<file path="src/design/bmfwp_pkg.sv">
package bmfwp_pkg;
  localparam int LONG_W         = 36;
  localparam int NARROW_W       = 18;
  localparam int BYTE_W         = 9;
  localparam int OFFSET_W       = 12;
  localparam int NUM_OFFSETS    = 4;
  // Offset load order
  localparam int OFS_FIRST_AF   = 0;
  localparam int OFS_FIRST_AE   = 1;
  localparam int OFS_SECOND_AF  = 2;
  localparam int OFS_SECOND_AE  = 3;
  // Empty flag fall after reset entry, standard mode; fall-through is one less
  localparam int EMPTY_LAT_STD  = 2;
  localparam int EMPTY_LAT_FIRST_WORD_FALLTHROUGH = EMPTY_LAT_STD - 1;
  // Host holds master or partial reset this many cycles
  localparam int RST_HOLD       = 4;
endpackage : bmfwp_pkg

</file>
<file path="src/design/bmfwp_link_if.sv">
`timescale 1ns/1ps
interface bmfwp_link_if (
  input wire logic mclk,   // Common clock
  input wire logic reset   // Sync reset, active high
);
  logic                                firstMasterResetN;   // Master reset, FIFO 1
  logic                                secondMasterResetN;  // Master reset, FIFO 2
  logic                                firstPartialResetN;  // Partial reset, FIFO 1
  logic                                secondPartialResetN; // Partial reset, FIFO 2
  logic                                endianFallSelect;    // Endian, then fall-through
  logic                                writeSizeSelect;     // 1 byte, 0 word
  logic                                serialLoadSelect;    // 1 serial offset load
  logic                                writeMailSelect;     // Narrow port mail select
  logic                                writeEnable;         // Narrow port write
  logic [bmfwp_pkg::NARROW_W-1:0]      writeData;           // Narrow port data
  logic                                widePortChipSelectN; // Wide port select
  logic                                widePortWriteRead;   // Wide port write when high
  logic                                widePortMailSelect;  // Wide port mail select
  logic                                widePortEnable;      // Wide port strobe
  logic [bmfwp_pkg::LONG_W-1:0]        widePortData;        // Wide port data
  logic                                serialOffsetInput;   // Serial offset bit
  logic                                serialEnable;        // Serial bit strobe
  logic                                widePortFullReady;   // FIFO 1 input ready
  logic                                writePortFullReady;  // FIFO 2 input ready
  logic                                readPortEmptyReady;  // FIFO 1 output ready
  logic                                widePortEmptyReady;  // FIFO 2 output ready

  modport dev (
    input  mclk, reset,
    input  firstMasterResetN, secondMasterResetN, firstPartialResetN, secondPartialResetN,
    input  endianFallSelect, writeSizeSelect, serialLoadSelect, writeMailSelect,
    input  writeEnable, writeData, widePortChipSelectN, widePortWriteRead,
    input  widePortMailSelect, widePortEnable, widePortData, serialOffsetInput, serialEnable,
    output widePortFullReady, writePortFullReady, readPortEmptyReady, widePortEmptyReady
  );
  modport host (
    input  mclk, reset,
    output firstMasterResetN, secondMasterResetN, firstPartialResetN, secondPartialResetN,
    output endianFallSelect, writeSizeSelect, serialLoadSelect, writeMailSelect,
    output writeEnable, writeData, widePortChipSelectN, widePortWriteRead,
    output widePortMailSelect, widePortEnable, widePortData, serialOffsetInput, serialEnable,
    input  widePortFullReady, writePortFullReady, readPortEmptyReady, widePortEmptyReady
  );
endinterface : bmfwp_link_if

</file>
<file path="src/design/bmfwp_packer.sv">
`timescale 1ns/1ps
module bmfwp_packer #(
  parameter int LONG_W   = bmfwp_pkg::LONG_W,
  parameter int NARROW_W = bmfwp_pkg::NARROW_W,
  parameter int BYTE_W   = bmfwp_pkg::BYTE_W
) (
  input  wire logic                mclk,       // Clock
  input  wire logic                reset,      // Sync reset
  input  wire logic                clear,      // Drop partial long word
  input  wire logic                take,       // Accept one narrow write
  input  wire logic                byteSize,   // 1 byte, 0 word
  input  wire logic                bigEndian,  // Most significant first
  input  wire logic [NARROW_W-1:0] narrowData, // Narrow write data
  output logic                     commit,     // Long word complete, one cycle
  output logic [LONG_W-1:0]        longWord    // Assembled long word
);
  logic [1:0]        countQ, countD;
  logic [LONG_W-1:0] holdQ, holdD, merged, wordD;
  logic              commitD;
  logic              last;
  logic [1:0]        lane;

  always_comb begin
    merged = holdQ;
    lane   = 2'h0;
    last   = 1'b0;
    if (byteSize) begin
      // Upper narrow lines ignored in byte size
      // all four lanes, one per write
      lane = bigEndian ? 2'(2'h3 - countQ) : countQ;
      merged[lane*BYTE_W +: BYTE_W] = narrowData[BYTE_W-1:0];
      last = (countQ == 2'h3);
    end else begin
      lane = bigEndian ? {1'b0, ~countQ[0]} : {1'b0, countQ[0]};
      merged[lane*NARROW_W +: NARROW_W] = narrowData;
      last = countQ[0];
    end
    countD  = countQ;
    holdD   = holdQ;
    commitD = 1'b0;
    wordD   = longWord;
    if (clear) begin
      countD = 2'h0;
      holdD  = '0;
    end else if (take) begin
      holdD = merged;
      if (last) begin
        countD  = 2'h0;
        holdD   = '0;
        commitD = 1'b1;
        wordD   = merged;
      end else begin
        countD = 2'(countQ + 2'h1);
      end
    end
  end

  always_ff @(posedge mclk) begin
    if (reset) begin
      countQ   <= 2'h0;
      holdQ    <= '0;
      commit   <= 1'b0;
      longWord <= '0;
    end else begin
      countQ   <= countD;
      holdQ    <= holdD;
      commit   <= commitD;
      longWord <= wordD;
    end
  end
endmodule : bmfwp_packer

</file>
<file path="src/design/bmfwp_device.sv">
// Local design decisions: strobed register access and the placing of the registers.
`timescale 1ns/1ps
// How it works
// - Memory gets only whole 36-bit long words
// - Earlier narrow parts held until long complete
// - Last narrow write also commits long word
// - Byte size ignores upper nine data lines
// - Host holds partial1, mail high in reset
// - Host holds partial2, mail high in reset
// - Fall-through in partial, big endian in master reset: read empty flag falls earlier
// - Fall-through in partial, big endian in master reset: wide empty flag falls earlier
// - Host toggles both master resets together
// - Master1 stays high during partial1 reset
// - Master2 stays high during partial2 reset
// - Full flags rise cycle after last load
// - Parallel load: select low, write, mail low
// - Offset loads may have idle gaps
// - Writes ignored until both full flags high
// - Serial order: AF1, AE1, AF2, AE2
// - Endian latched at master reset release
// - Big endian sends most significant first
// - Narrow port is word or byte sized
module bmfwp_device #(
  parameter int OFFSET_W = bmfwp_pkg::OFFSET_W
) (
  bmfwp_link_if.dev                     link,             // Link to host
  output logic                          memWrite,         // FIFO 2 memory write
  output logic [bmfwp_pkg::LONG_W-1:0]  memData,          // FIFO 2 long word
  input  wire logic                     memFull,          // FIFO 2 memory full
  input  wire logic                     firstNotEmpty,    // FIFO 1 holds data
  input  wire logic                     secondNotEmpty,   // FIFO 2 holds data
  output logic [bmfwp_pkg::NUM_OFFSETS-1:0][OFFSET_W-1:0] offsets, // Loaded offsets
  output logic                          bigEndian,        // Latched endian
  output logic                          fallThrough,      // Latched fall-through
  output logic                          byteSize          // Latched size
);
  typedef enum logic [1:0] {DV_RESET, DV_LOAD, DV_RUN} bmfwp_dstate_e;

  localparam int BIT_W = $clog2(OFFSET_W);

  // Clock and reset come in over the link
  logic          mclk;
  logic          reset;
  assign mclk  = link.mclk;
  assign reset = link.reset;

  bmfwp_dstate_e stateQ, stateD;
  logic [1:0]    idxQ, idxD;
  logic [BIT_W-1:0] bitQ, bitD;
  logic [bmfwp_pkg::NUM_OFFSETS-1:0][OFFSET_W-1:0] offsetsD;
  logic          masterPrevQ, riseDlyQ, riseDlyD;
  logic          bigEndianD, fallThroughD, byteSizeD;
  logic          wideFullQ, wideFullD, writeFullQ, writeFullD;
  logic [1:0]    emptyQ, emptyD;
  logic [1:0]    rstCntQ [2];
  logic [1:0]    rstCntD [2];
  logic          masterLow, masterRise;
  logic [1:0]    resetting, notEmpty;
  logic [1:0]    emptyLat;
  logic          parallelLoad, serialLoad, lastLoad, writeTake;

  assign masterLow  = ~link.firstMasterResetN | ~link.secondMasterResetN;
  assign masterRise = ~masterPrevQ & ~masterLow;
  assign resetting  = {masterLow | ~link.secondPartialResetN,
                       masterLow | ~link.firstPartialResetN};
  assign notEmpty   = {secondNotEmpty, firstNotEmpty};
  assign emptyLat   = link.endianFallSelect ? 2'(bmfwp_pkg::EMPTY_LAT_FIRST_WORD_FALLTHROUGH)
                                            : 2'(bmfwp_pkg::EMPTY_LAT_STD);

  assign parallelLoad = (stateQ == DV_LOAD) & ~link.serialLoadSelect &
                        ~link.widePortChipSelectN & link.widePortWriteRead &
                        ~link.widePortMailSelect & link.widePortEnable;
  assign serialLoad   = (stateQ == DV_LOAD) & link.serialLoadSelect & link.serialEnable;
  assign lastLoad     = (idxQ == 2'(bmfwp_pkg::NUM_OFFSETS - 1)) &
                        (parallelLoad | (serialLoad & (bitQ == BIT_W'(OFFSET_W - 1))));

  assign writeTake = (stateQ == DV_RUN) & wideFullQ & writeFullQ & link.writeEnable &
                     ~link.writeMailSelect & ~resetting[1];

  always_comb begin
    stateD       = stateQ;
    idxD         = idxQ;
    bitD         = bitQ;
    offsetsD     = offsets;
    bigEndianD   = bigEndian;
    fallThroughD = fallThrough;
    byteSizeD    = byteSize;
    riseDlyD     = masterRise;
    case (stateQ)
      DV_RESET: begin
        idxD = 2'h0;
        bitD = '0;
        if (masterRise) begin
          bigEndianD = link.endianFallSelect;
          byteSizeD  = link.writeSizeSelect;
          stateD     = DV_LOAD;
        end
      end
      DV_LOAD: begin
        // Pin now carries the mode choice
        if (riseDlyQ) begin
          fallThroughD = link.endianFallSelect;
        end
        if (parallelLoad) begin
          offsetsD[idxQ] = link.widePortData[OFFSET_W-1:0];
          idxD           = 2'(idxQ + 2'h1);
        end else if (serialLoad) begin
          offsetsD[idxQ] = {offsets[idxQ][OFFSET_W-2:0], link.serialOffsetInput};
          if (bitQ == BIT_W'(OFFSET_W - 1)) begin
            bitD = '0;
            idxD = 2'(idxQ + 2'h1);
          end else begin
            bitD = BIT_W'(bitQ + 1'b1);
          end
        end
        if (lastLoad) begin
          stateD = DV_RUN;
        end
      end
      DV_RUN: begin
      end
      default: begin
        stateD = DV_RESET;
      end
    endcase
    // Master reset wins over any state
    if (masterLow) begin
      stateD = DV_RESET;
    end
  end

  // Full flags derive from the state register, so they trail the last load by one edge
  always_comb begin
    wideFullD  = (stateQ == DV_RUN) & ~resetting[0];
    writeFullD = (stateQ == DV_RUN) & ~resetting[1] & ~memFull;
    for (int f = 0; f < 2; f++) begin
      rstCntD[f] = rstCntQ[f];
      emptyD[f]  = emptyQ[f];
      if (resetting[f]) begin
        if (rstCntQ[f] >= emptyLat) begin
          emptyD[f] = 1'b0;
        end else begin
          rstCntD[f] = 2'(rstCntQ[f] + 2'h1);
        end
      end else begin
        rstCntD[f] = 2'h0;
        emptyD[f]  = (stateQ == DV_RUN) & notEmpty[f];
      end
    end
  end

  always_ff @(posedge mclk) begin
    if (reset) begin
      stateQ      <= DV_RESET;
      idxQ        <= 2'h0;
      bitQ        <= '0;
      offsets     <= '0;
      masterPrevQ <= 1'b0;
      riseDlyQ    <= 1'b0;
      bigEndian   <= 1'b0;
      fallThrough <= 1'b0;
      byteSize    <= 1'b0;
      wideFullQ   <= 1'b0;
      writeFullQ  <= 1'b0;
      emptyQ      <= 2'h0;
      rstCntQ[0]  <= 2'h0;
      rstCntQ[1]  <= 2'h0;
    end else begin
      stateQ      <= stateD;
      idxQ        <= idxD;
      bitQ        <= bitD;
      offsets     <= offsetsD;
      masterPrevQ <= ~masterLow;
      riseDlyQ    <= riseDlyD;
      bigEndian   <= bigEndianD;
      fallThrough <= fallThroughD;
      byteSize    <= byteSizeD;
      wideFullQ   <= wideFullD;
      writeFullQ  <= writeFullD;
      emptyQ      <= emptyD;
      rstCntQ     <= rstCntD;
    end
  end

  assign link.widePortFullReady  = wideFullQ;
  assign link.writePortFullReady = writeFullQ;
  assign link.readPortEmptyReady = emptyQ[0];
  assign link.widePortEmptyReady = emptyQ[1];

  bmfwp_packer u_packer (
    .mclk       (mclk),
    .reset      (reset),
    .clear      (resetting[1]),
    .take       (writeTake),
    .byteSize   (byteSize),
    .bigEndian  (bigEndian),
    .narrowData (link.writeData),
    .commit     (memWrite),
    .longWord   (memData)
  );
endmodule : bmfwp_device

</file>
<file path="src/flat_wrapper.sv">
// flat-port wrapper written by rule: the top's interface ports become plain ports
module bmfwp_device_flat 
#(
  parameter int OFFSET_W = bmfwp_pkg::OFFSET_W
)
  (memWrite, memData, memFull, firstNotEmpty, secondNotEmpty, offsets, bigEndian, fallThrough, byteSize, mclk, reset, link_firstMasterResetN, link_secondMasterResetN, link_firstPartialResetN, link_secondPartialResetN, link_endianFallSelect, link_writeSizeSelect, link_serialLoadSelect, link_writeMailSelect, link_writeEnable, link_writeData, link_widePortChipSelectN, link_widePortWriteRead, link_widePortMailSelect, link_widePortEnable, link_widePortData, link_serialOffsetInput, link_serialEnable, link_widePortFullReady, link_writePortFullReady, link_readPortEmptyReady, link_widePortEmptyReady);
  bmfwp_link_if link_i (.mclk(mclk), .reset(reset));
  output logic memWrite;
  output logic [bmfwp_pkg::LONG_W-1:0] memData;
  input  wire logic memFull;
  input  wire logic firstNotEmpty;
  input  wire logic secondNotEmpty;
  output logic [bmfwp_pkg::NUM_OFFSETS-1:0][OFFSET_W-1:0] offsets;
  output logic bigEndian;
  output logic fallThrough;
  output logic byteSize;
  input wire logic mclk;
  input wire logic reset;
  input wire logic [$bits(link_i.firstMasterResetN)-1:0] link_firstMasterResetN;
  input wire logic [$bits(link_i.secondMasterResetN)-1:0] link_secondMasterResetN;
  input wire logic [$bits(link_i.firstPartialResetN)-1:0] link_firstPartialResetN;
  input wire logic [$bits(link_i.secondPartialResetN)-1:0] link_secondPartialResetN;
  input wire logic [$bits(link_i.endianFallSelect)-1:0] link_endianFallSelect;
  input wire logic [$bits(link_i.writeSizeSelect)-1:0] link_writeSizeSelect;
  input wire logic [$bits(link_i.serialLoadSelect)-1:0] link_serialLoadSelect;
  input wire logic [$bits(link_i.writeMailSelect)-1:0] link_writeMailSelect;
  input wire logic [$bits(link_i.writeEnable)-1:0] link_writeEnable;
  input wire logic [$bits(link_i.writeData)-1:0] link_writeData;
  input wire logic [$bits(link_i.widePortChipSelectN)-1:0] link_widePortChipSelectN;
  input wire logic [$bits(link_i.widePortWriteRead)-1:0] link_widePortWriteRead;
  input wire logic [$bits(link_i.widePortMailSelect)-1:0] link_widePortMailSelect;
  input wire logic [$bits(link_i.widePortEnable)-1:0] link_widePortEnable;
  input wire logic [$bits(link_i.widePortData)-1:0] link_widePortData;
  input wire logic [$bits(link_i.serialOffsetInput)-1:0] link_serialOffsetInput;
  input wire logic [$bits(link_i.serialEnable)-1:0] link_serialEnable;
  output wire logic [$bits(link_i.widePortFullReady)-1:0] link_widePortFullReady;
  output wire logic [$bits(link_i.writePortFullReady)-1:0] link_writePortFullReady;
  output wire logic [$bits(link_i.readPortEmptyReady)-1:0] link_readPortEmptyReady;
  output wire logic [$bits(link_i.widePortEmptyReady)-1:0] link_widePortEmptyReady;
  assign link_i.firstMasterResetN = link_firstMasterResetN;
  assign link_i.secondMasterResetN = link_secondMasterResetN;
  assign link_i.firstPartialResetN = link_firstPartialResetN;
  assign link_i.secondPartialResetN = link_secondPartialResetN;
  assign link_i.endianFallSelect = link_endianFallSelect;
  assign link_i.writeSizeSelect = link_writeSizeSelect;
  assign link_i.serialLoadSelect = link_serialLoadSelect;
  assign link_i.writeMailSelect = link_writeMailSelect;
  assign link_i.writeEnable = link_writeEnable;
  assign link_i.writeData = link_writeData;
  assign link_i.widePortChipSelectN = link_widePortChipSelectN;
  assign link_i.widePortWriteRead = link_widePortWriteRead;
  assign link_i.widePortMailSelect = link_widePortMailSelect;
  assign link_i.widePortEnable = link_widePortEnable;
  assign link_i.widePortData = link_widePortData;
  assign link_i.serialOffsetInput = link_serialOffsetInput;
  assign link_i.serialEnable = link_serialEnable;
  assign link_widePortFullReady = link_i.widePortFullReady;
  assign link_writePortFullReady = link_i.writePortFullReady;
  assign link_readPortEmptyReady = link_i.readPortEmptyReady;
  assign link_widePortEmptyReady = link_i.widePortEmptyReady;
  bmfwp_device #(.OFFSET_W(OFFSET_W)) u_core (.link(link_i), .memWrite(memWrite), .memData(memData), .memFull(memFull), .firstNotEmpty(firstNotEmpty), .secondNotEmpty(secondNotEmpty), .offsets(offsets), .bigEndian(bigEndian), .fallThrough(fallThrough), .byteSize(byteSize));
endmodule
</file>
<file path="config.mk">
export PLATFORM = sky130hd
export DESIGN_NAME = bmfwp_device_flat
export DESIGN_NICKNAME = d
export VERILOG_FILES = /design/src/design/bmfwp_pkg.sv /design/src/design/bmfwp_link_if.sv /design/src/design/bmfwp_packer.sv /design/src/design/bmfwp_device.sv /design/src/flat_wrapper.sv
export SDC_FILE = /design/constraint.sdc
export NUM_CORES = 1
export LEC_CHECK = 0
export BUFFER_PORTS_ARGS = -buffer_cell sky130_fd_sc_hd__buf_2
export CORE_ASPECT_RATIO = 0.7
export CORE_UTILIZATION = 45
export DETAILED_ROUTE_END_ITERATION = 7
export GPL_TIMING_DRIVEN = 0
export MAX_ROUTING_LAYER = met4
export PLACE_DENSITY_LB_ADDON = 0.08
export SLEW_MARGIN = 30
export SYNTH_ARGS = -nofsm -noshare
export SYNTH_HDL_FRONTEND = slang
export SYNTH_SLANG_ARGS = --single-unit
</file>
<file path="constraint.sdc">
create_clock -name mclk -period 2.6 [get_ports mclk]
set_input_delay 0.52 -clock mclk [delete_from_list [all_inputs] [get_ports mclk]]
set_output_delay 0.52 -clock mclk [all_outputs]
set_load 0.005 [all_outputs]
</file>
==> results of run 1 <==
-- cell families after synthesis --
group	after synthesis	synth area share
AOI/OAI and AO/OA	175	0.1958
xor gates and xnor gates	8	0.01084
adders and majority gates	10	0.01936
buffers and inverters	60	0.04551
DFF	144	0.4462
muxes	28	0.07281
and+or+nand+nor	294	0.2095
-- routing by layer --
| layer | wire length, microns | vias up | GRT usage |
|---|---|---|---|
| met4 | 189 | 0 | 0.07368 |
| met2 | 8538 | 307 | 0.3976 |
| li1 | - | 2932 | - |
| met1 | 9963 | 2969 | 0.3999 |
| met3 | 1838 | 21 | 0.07411 |
| met5 | 0 | - | - |
-- per-stage QoR --
stage          cells  setup WS, ps  total power, mW  hold WS [ps]    util
6_report        1079         209.3            5.089         267.1  0.5725
5_1_grt         1079         59.89            5.255         265.3  0.5725
4_1_cts         1080         187.5            5.089         256.0  0.5720
3_5_place_dp    1049         211.6            2.681         401.9  0.5299
3_3_place_gp    1049         257.7            2.669         406.0  0.5299
2_1_floorplan    719         637.7            2.543         393.2       -
-- layout by cell type, fill, tap and decap left out, drive strengths merged, types with 4 or more instances in the layout --
cell	n
buf	170
nor2	147
dfxtp	144
nor3	67
clkbuf	39
a21oi	36
nand2	27
a22oi	27
a211oi	23
o21ai	22
a221oi	16
a22o	16
nand3	14
mux2	12
mux4	11
inv	11
ha	10
o2bb2ai	9
nand2b	8
o221ai	8
nor2b	7
clkinv	6
mux2i	5
and2	5
o21a	4
and3	4
xnor2	4
xor2	4
-- sequential cells by signal, summed over array words and instances (netlist names) --
name	count
u_core.u_packer.holdQ	36
u_core.bigEndian	1
u_core.u_packer.commit	1
u_core.byteSize	1
u_core.rstCntQ	4
u_core.link.writePortFullReady	1
u_core.stateQ	2
u_core.fallThrough	1
u_core.bitQ	4
u_core.emptyQ	2
u_core.link.widePortFullReady	1
u_core.riseDlyQ	1
u_core.u_packer.countQ	2
u_core.masterPrevQ	1
u_core.idxQ	2
u_core.u_packer.longWord	36
u_core.offsets	48
-- critical path, cell delays in order, from the launching register on --
cell and delay [ps]:
dfxtp_1 600, buf_2 400, inv_1 120, ha_1 230, o21ai_0 130, clkbuf_1 480, nor2_1 100, nor3_1 230
-- layout make-up --
type / instances / area, sq um / area share
Sequential cell: 144 / 2883 / 0.3606
Tap cell: 190 / 237.7 / 0.02974
Clock buffer: 19 / 452.9 / 0.05666
Buffer: 50 / 256.5 / 0.03209
Multi-Input combinational cell: 515 / 3296 / 0.4123
Clock inverter: 12 / 133.9 / 0.01675
Inverter: 9 / 33.78 / 0.004226
Timing Repair Buffer: 140 / 700.7 / 0.08765
-- final timing paths --
path / to / slack, ps
min: u_core.link.writePortFullReady / 270
max reg2reg: u_core.offsets[6] / 210
min reg2reg: u_core.riseDlyQ / 420
max: u_core.offsets[6] / 210
-- power by group through the flow --
stage / logic [mW] / registers, mW / clock network (mW)
after floorplan: 0.234 / 2.31 / 0
after global placement: 0.356 / 2.31 / 0
after detailed placement: 0.367 / 2.31 / 0
after CTS: 0.368 / 2.27 / 2.45
after global routing: 0.421 / 2.27 / 2.56
final: 0.375 / 2.27 / 2.45
==> results.cfg, run 1 <==
[cells_and_area]
nets = 961
final_cell_area_sq_um = 7994
layout-drive-gt1-share = 0.2666
fillCellCount = 1265
syn_to_final_growth_pct = 23.72
diodes = 0

[cts]
ctsHoldBuffers = 0
post_cts_buffers = 0
cts_buffers = 17
clockBufferDepth = 2
clkTransAtPathRegs_ps = 60
ctsResizeCount = 0
clock_latency_ps = 430
clock_sinks = 144
htreeDepth = 4
cts_tree = yes
root_buffer = clkbuf_16

[placed_design]
io_buffers = 140
dp_hpwl_microns = 14840
place_congestion = 0.8969
placed_area_sq_um = 7400

[sta]
setup_viol = 0
finClkSkew_ps = 7.430
fin_crit_ps = 2391
slew-limit-headroom = 0.4232
drv_slew = 0
tightestPinTransition_ps = 865.2
final.setup.tns_ps = 0
clock.fmax_mhz = 418.3
rsz0062_at_grt = false
finalHoldViolCount = 0
period_share = 0.9195

[synth]
ys.flop_type = dfxtp_1
synthTopCellsByCount = 144 x dfxtp_1, 144 x nor2_1, 66 x nor3_1
yosysTopAreaCell = dfxtp_1
synth_nets = 803
yosysUniqueCellTypes = 60
ys_ff_latch = 144
async_reset_ff_frac = 0
synth_area_per_cell_sq_um = 8.986
postSynthCellCount = 719
syn_area_sq_um = 6461
synth_edf_count = 0
seq_area_frac_synth = 0.4462
yosysWarnings = 0
synth_top_area_frac = 0.4462
synth.area.top_cells = dfxtp_1 45%, nor2_1 8.4%, nor3_1 5.1%

[route]
drt-wirelength-per-cell_microns = 19.03
ant_nets = 0
firstDrtPassIters = 5
wl_microns = 20530
vias = 6229
drc_errors = 0
drtIter0Drc = 540
vias_per_cell = 5.773

[die]
die_w_microns = 145.2
start_util = 0.4627
row_count = 36
core_sq_um = 13960
dieArea_sq_um = 14850
die_h_microns = 102.3
num_io_pins = 166

[pwr]
seq_power_share = 0.446
switchingPower_mw = 1.241
intPower_mw = 3.848
p_comb_frac = 0.074
ir_drop_mv = 0.5020
p_sw_frac = 0.2438
clockPowerShare = 0.481
p_leak_nw = 3.434
power_density_nw_per_um2 = 636.6

[worst_setup_path]
worstPathArrival_ps = 2720
ff2ff_path_depth = 7
cp-end-kind = flip-flop
cp-start-kind = flip-flop
critical_path_class = flip-flop to flip-flop
cp.required_ps = 2930
r2r-start = u_core.idxQ[1]
cp_max_fo = 10
worstSetupStartpoint = u_core.idxQ[1]

[worst_hold_path]
min_from = memFull
min_path_cells = 2
hp-class = input pin to flip-flop

[global_routing]
grt-ovfl-total = 0
grt_pass1_vias = 5611
grt_pass1_wl_microns = 31050
grt_max_degree = 17
grt_antenna_before_repair = 0
grt_use_total = 0.2836

[run]
maxCapViolations = 0

[status]
status = complete, no violations
No activity file was read; power rests on OpenSTA's default activity.
==> inputs of run 2 (changes only) <==
- clock period: 2.6 -> 2.8 ns (I/O delays scaled with it)
==> run 2 against run 1 <==
Count of clock-buffer cells in the layout stayed put. Critical path type unchanged. Utilization is 0.054 points lower. Sequential share of layout area hardly changed. Die area stayed put. Combinational power is 7.7% lower. Design area hardly changed. Wire length is 0.30% lower.
==> results.cfg, run 2 (synthesis gave the netlist of run 1 again) <==
[cts]
root_buffer = clkbuf_16
clockBufferDepth = 2
post_cts_buffers = 0
ctsResizeCount = 0
htreeDepth = 4
clock_latency_ps = 420
cts_buffers = 17
ctsHoldBuffers = 0
clock_sinks = 144
cts_tree = yes
clkTransAtPathRegs_ps = 60

[route]
drc_errors = 0
drt-wirelength-per-cell_microns = 18.95
firstDrtPassIters = 5
vias_per_cell = 5.776
ant_nets = 0
drtIter0Drc = 582
vias = 6238
wl_microns = 20470

[placed_design]
placed_area_sq_um = 7400
dp_hpwl_microns = 14840
dp_cells = 1049
place_ws_ps = 411.6
io_buffers = 140
place_congestion = 0.8969

[global_routing]
grt_max_degree = 17
grt_pass1_vias = 5611
grt_pass1_wl_microns = 31050
grt_use_total = 0.2836
grt_antenna_before_repair = 0
grt-ovfl-total = 0

[cells_and_area]
nets = 962
reg.largest.list = u_core.offsets (48), u_core.u_packer.holdQ (36), u_core.u_packer.longWord (36)
regMostFlops = u_core.offsets
final_common_cell = buf_2
fillCellCount = 1264
diodes = 0
final_cell_area_sq_um = 7986
layout-drive-gt1-share = 0.2663
mostFrequentLayoutCells = 158 x buf_2, 144 x nor2_1, 144 x dfxtp_1, 66 x nor3_1, 35 x a21oi_1
syn_to_final_growth_pct = 23.61
utilization = 0.5720
instances_no_fill = 1080
largest_reg_flops = 48

[worst_setup_path]
cp-end-kind = flip-flop
worstPathArrival_ps = 2860
ff2ff_path_depth = 9
critical_path_class = flip-flop to flip-flop
cp_slowest_cell = dfxtp_1
crit_chain = ha_1, clkbuf_1, nand2b_1, a21oi_1, a21o_1, clkbuf_1, and2_1, clkbuf_1, a22o_1
r2r-start = u_core.u_packer.countQ[0]
cp-start-kind = flip-flop
worstSetupStartpoint = u_core.u_packer.countQ[0]
cpPeakStageDelay_ps = 430
cp_max_fo = 10
cp_common_cell = clkbuf_1
reg2reg_slack_ps = 310
cp.required_ps = 3170
worstReg2RegEnd = u_core.u_packer.holdQ[7]
cp.depth = 9
endpoint = u_core.u_packer.holdQ[7]
path_buf_inv = 3
cp_top_family = buffers and inverters

[sta]
finalHoldViolCount = 0
holdWs_ps = 307.6
finClkSkew_ps = 6.555
setup_viol = 0
rsz0062_at_grt = false
period_share = 0.8889
tightestPinTransition_ps = 911.7
slew-limit-headroom = 0.3922
fin_crit_ps = 2489
clock.fmax_mhz = 401.8
final.setup.tns_ps = 0
layout_setup_ws_ps = 311.2
drv_slew = 0

[die]
num_io_pins = 166
dieArea_sq_um = 14850
die_h_microns = 102.3
start_util = 0.4627
core_sq_um = 13960
row_count = 36
die_w_microns = 145.2

[pwr]
ir_drop_mv = 0.4647
power_density_nw_per_um2 = 590.5
p_leak_nw = 3.435
finalPower_mw = 4.716

[worst_hold_path]
hp-class = input pin to flip-flop

[status]
status = complete, no violations

[run]
maxCapViolations = 0
run 2: cell count changes in the layout (fill, tap and decap cells not counted), sizes merged:
cell / change
clkbuf: +1
run 2: final cells by class:
cell class,count,area [sq um],area share
buffer,51,260.3,0.03259
clock buffer,19,452.9,0.05671
clock inverter,12,133.9,0.01676
inverter,9,33.78,0.004230
multi-input combinational,515,3284,0.4112
sequential,144,2883,0.3610
tap,190,237.7,0.02977
timing repair buffer,140,700.7,0.08773
run 2: metal layers:
metal | vias up | track usage | part of all wire
met5 | - | - | 0
met4 | 0 | 0.07368 | 0.011
met3 | 25 | 0.07411 | 0.096
met2 | 302 | 0.3976 | 0.42
met1 | 2977 | 0.3999 | 0.47
li1 | 2934 | - | -
run 2: worst min path at each step:
stage,startpoint,end,slack (ps),cells after the start
4_1_cts,memFull,u_core.link.writePortFullReady,300,2
3_5_place_dp,u_core.masterPrevQ,u_core.riseDlyQ,400,1
6_report,memFull,u_core.link.writePortFullReady,310,2
2_1_floorplan,u_core.masterPrevQ,u_core.riseDlyQ,390,1
3_3_place_gp,u_core.masterPrevQ,u_core.riseDlyQ,410,1
5_1_grt,memFull,u_core.link.writePortFullReady,310,2
run 2: where the power goes:
part / internal (mW) / total, mW / switching [mW]
Clock: 1.36 / 2.26 / 0.907
Combinational: 0.135 / 0.346 / 0.210
Sequential: 2.08 / 2.11 / 0.0259
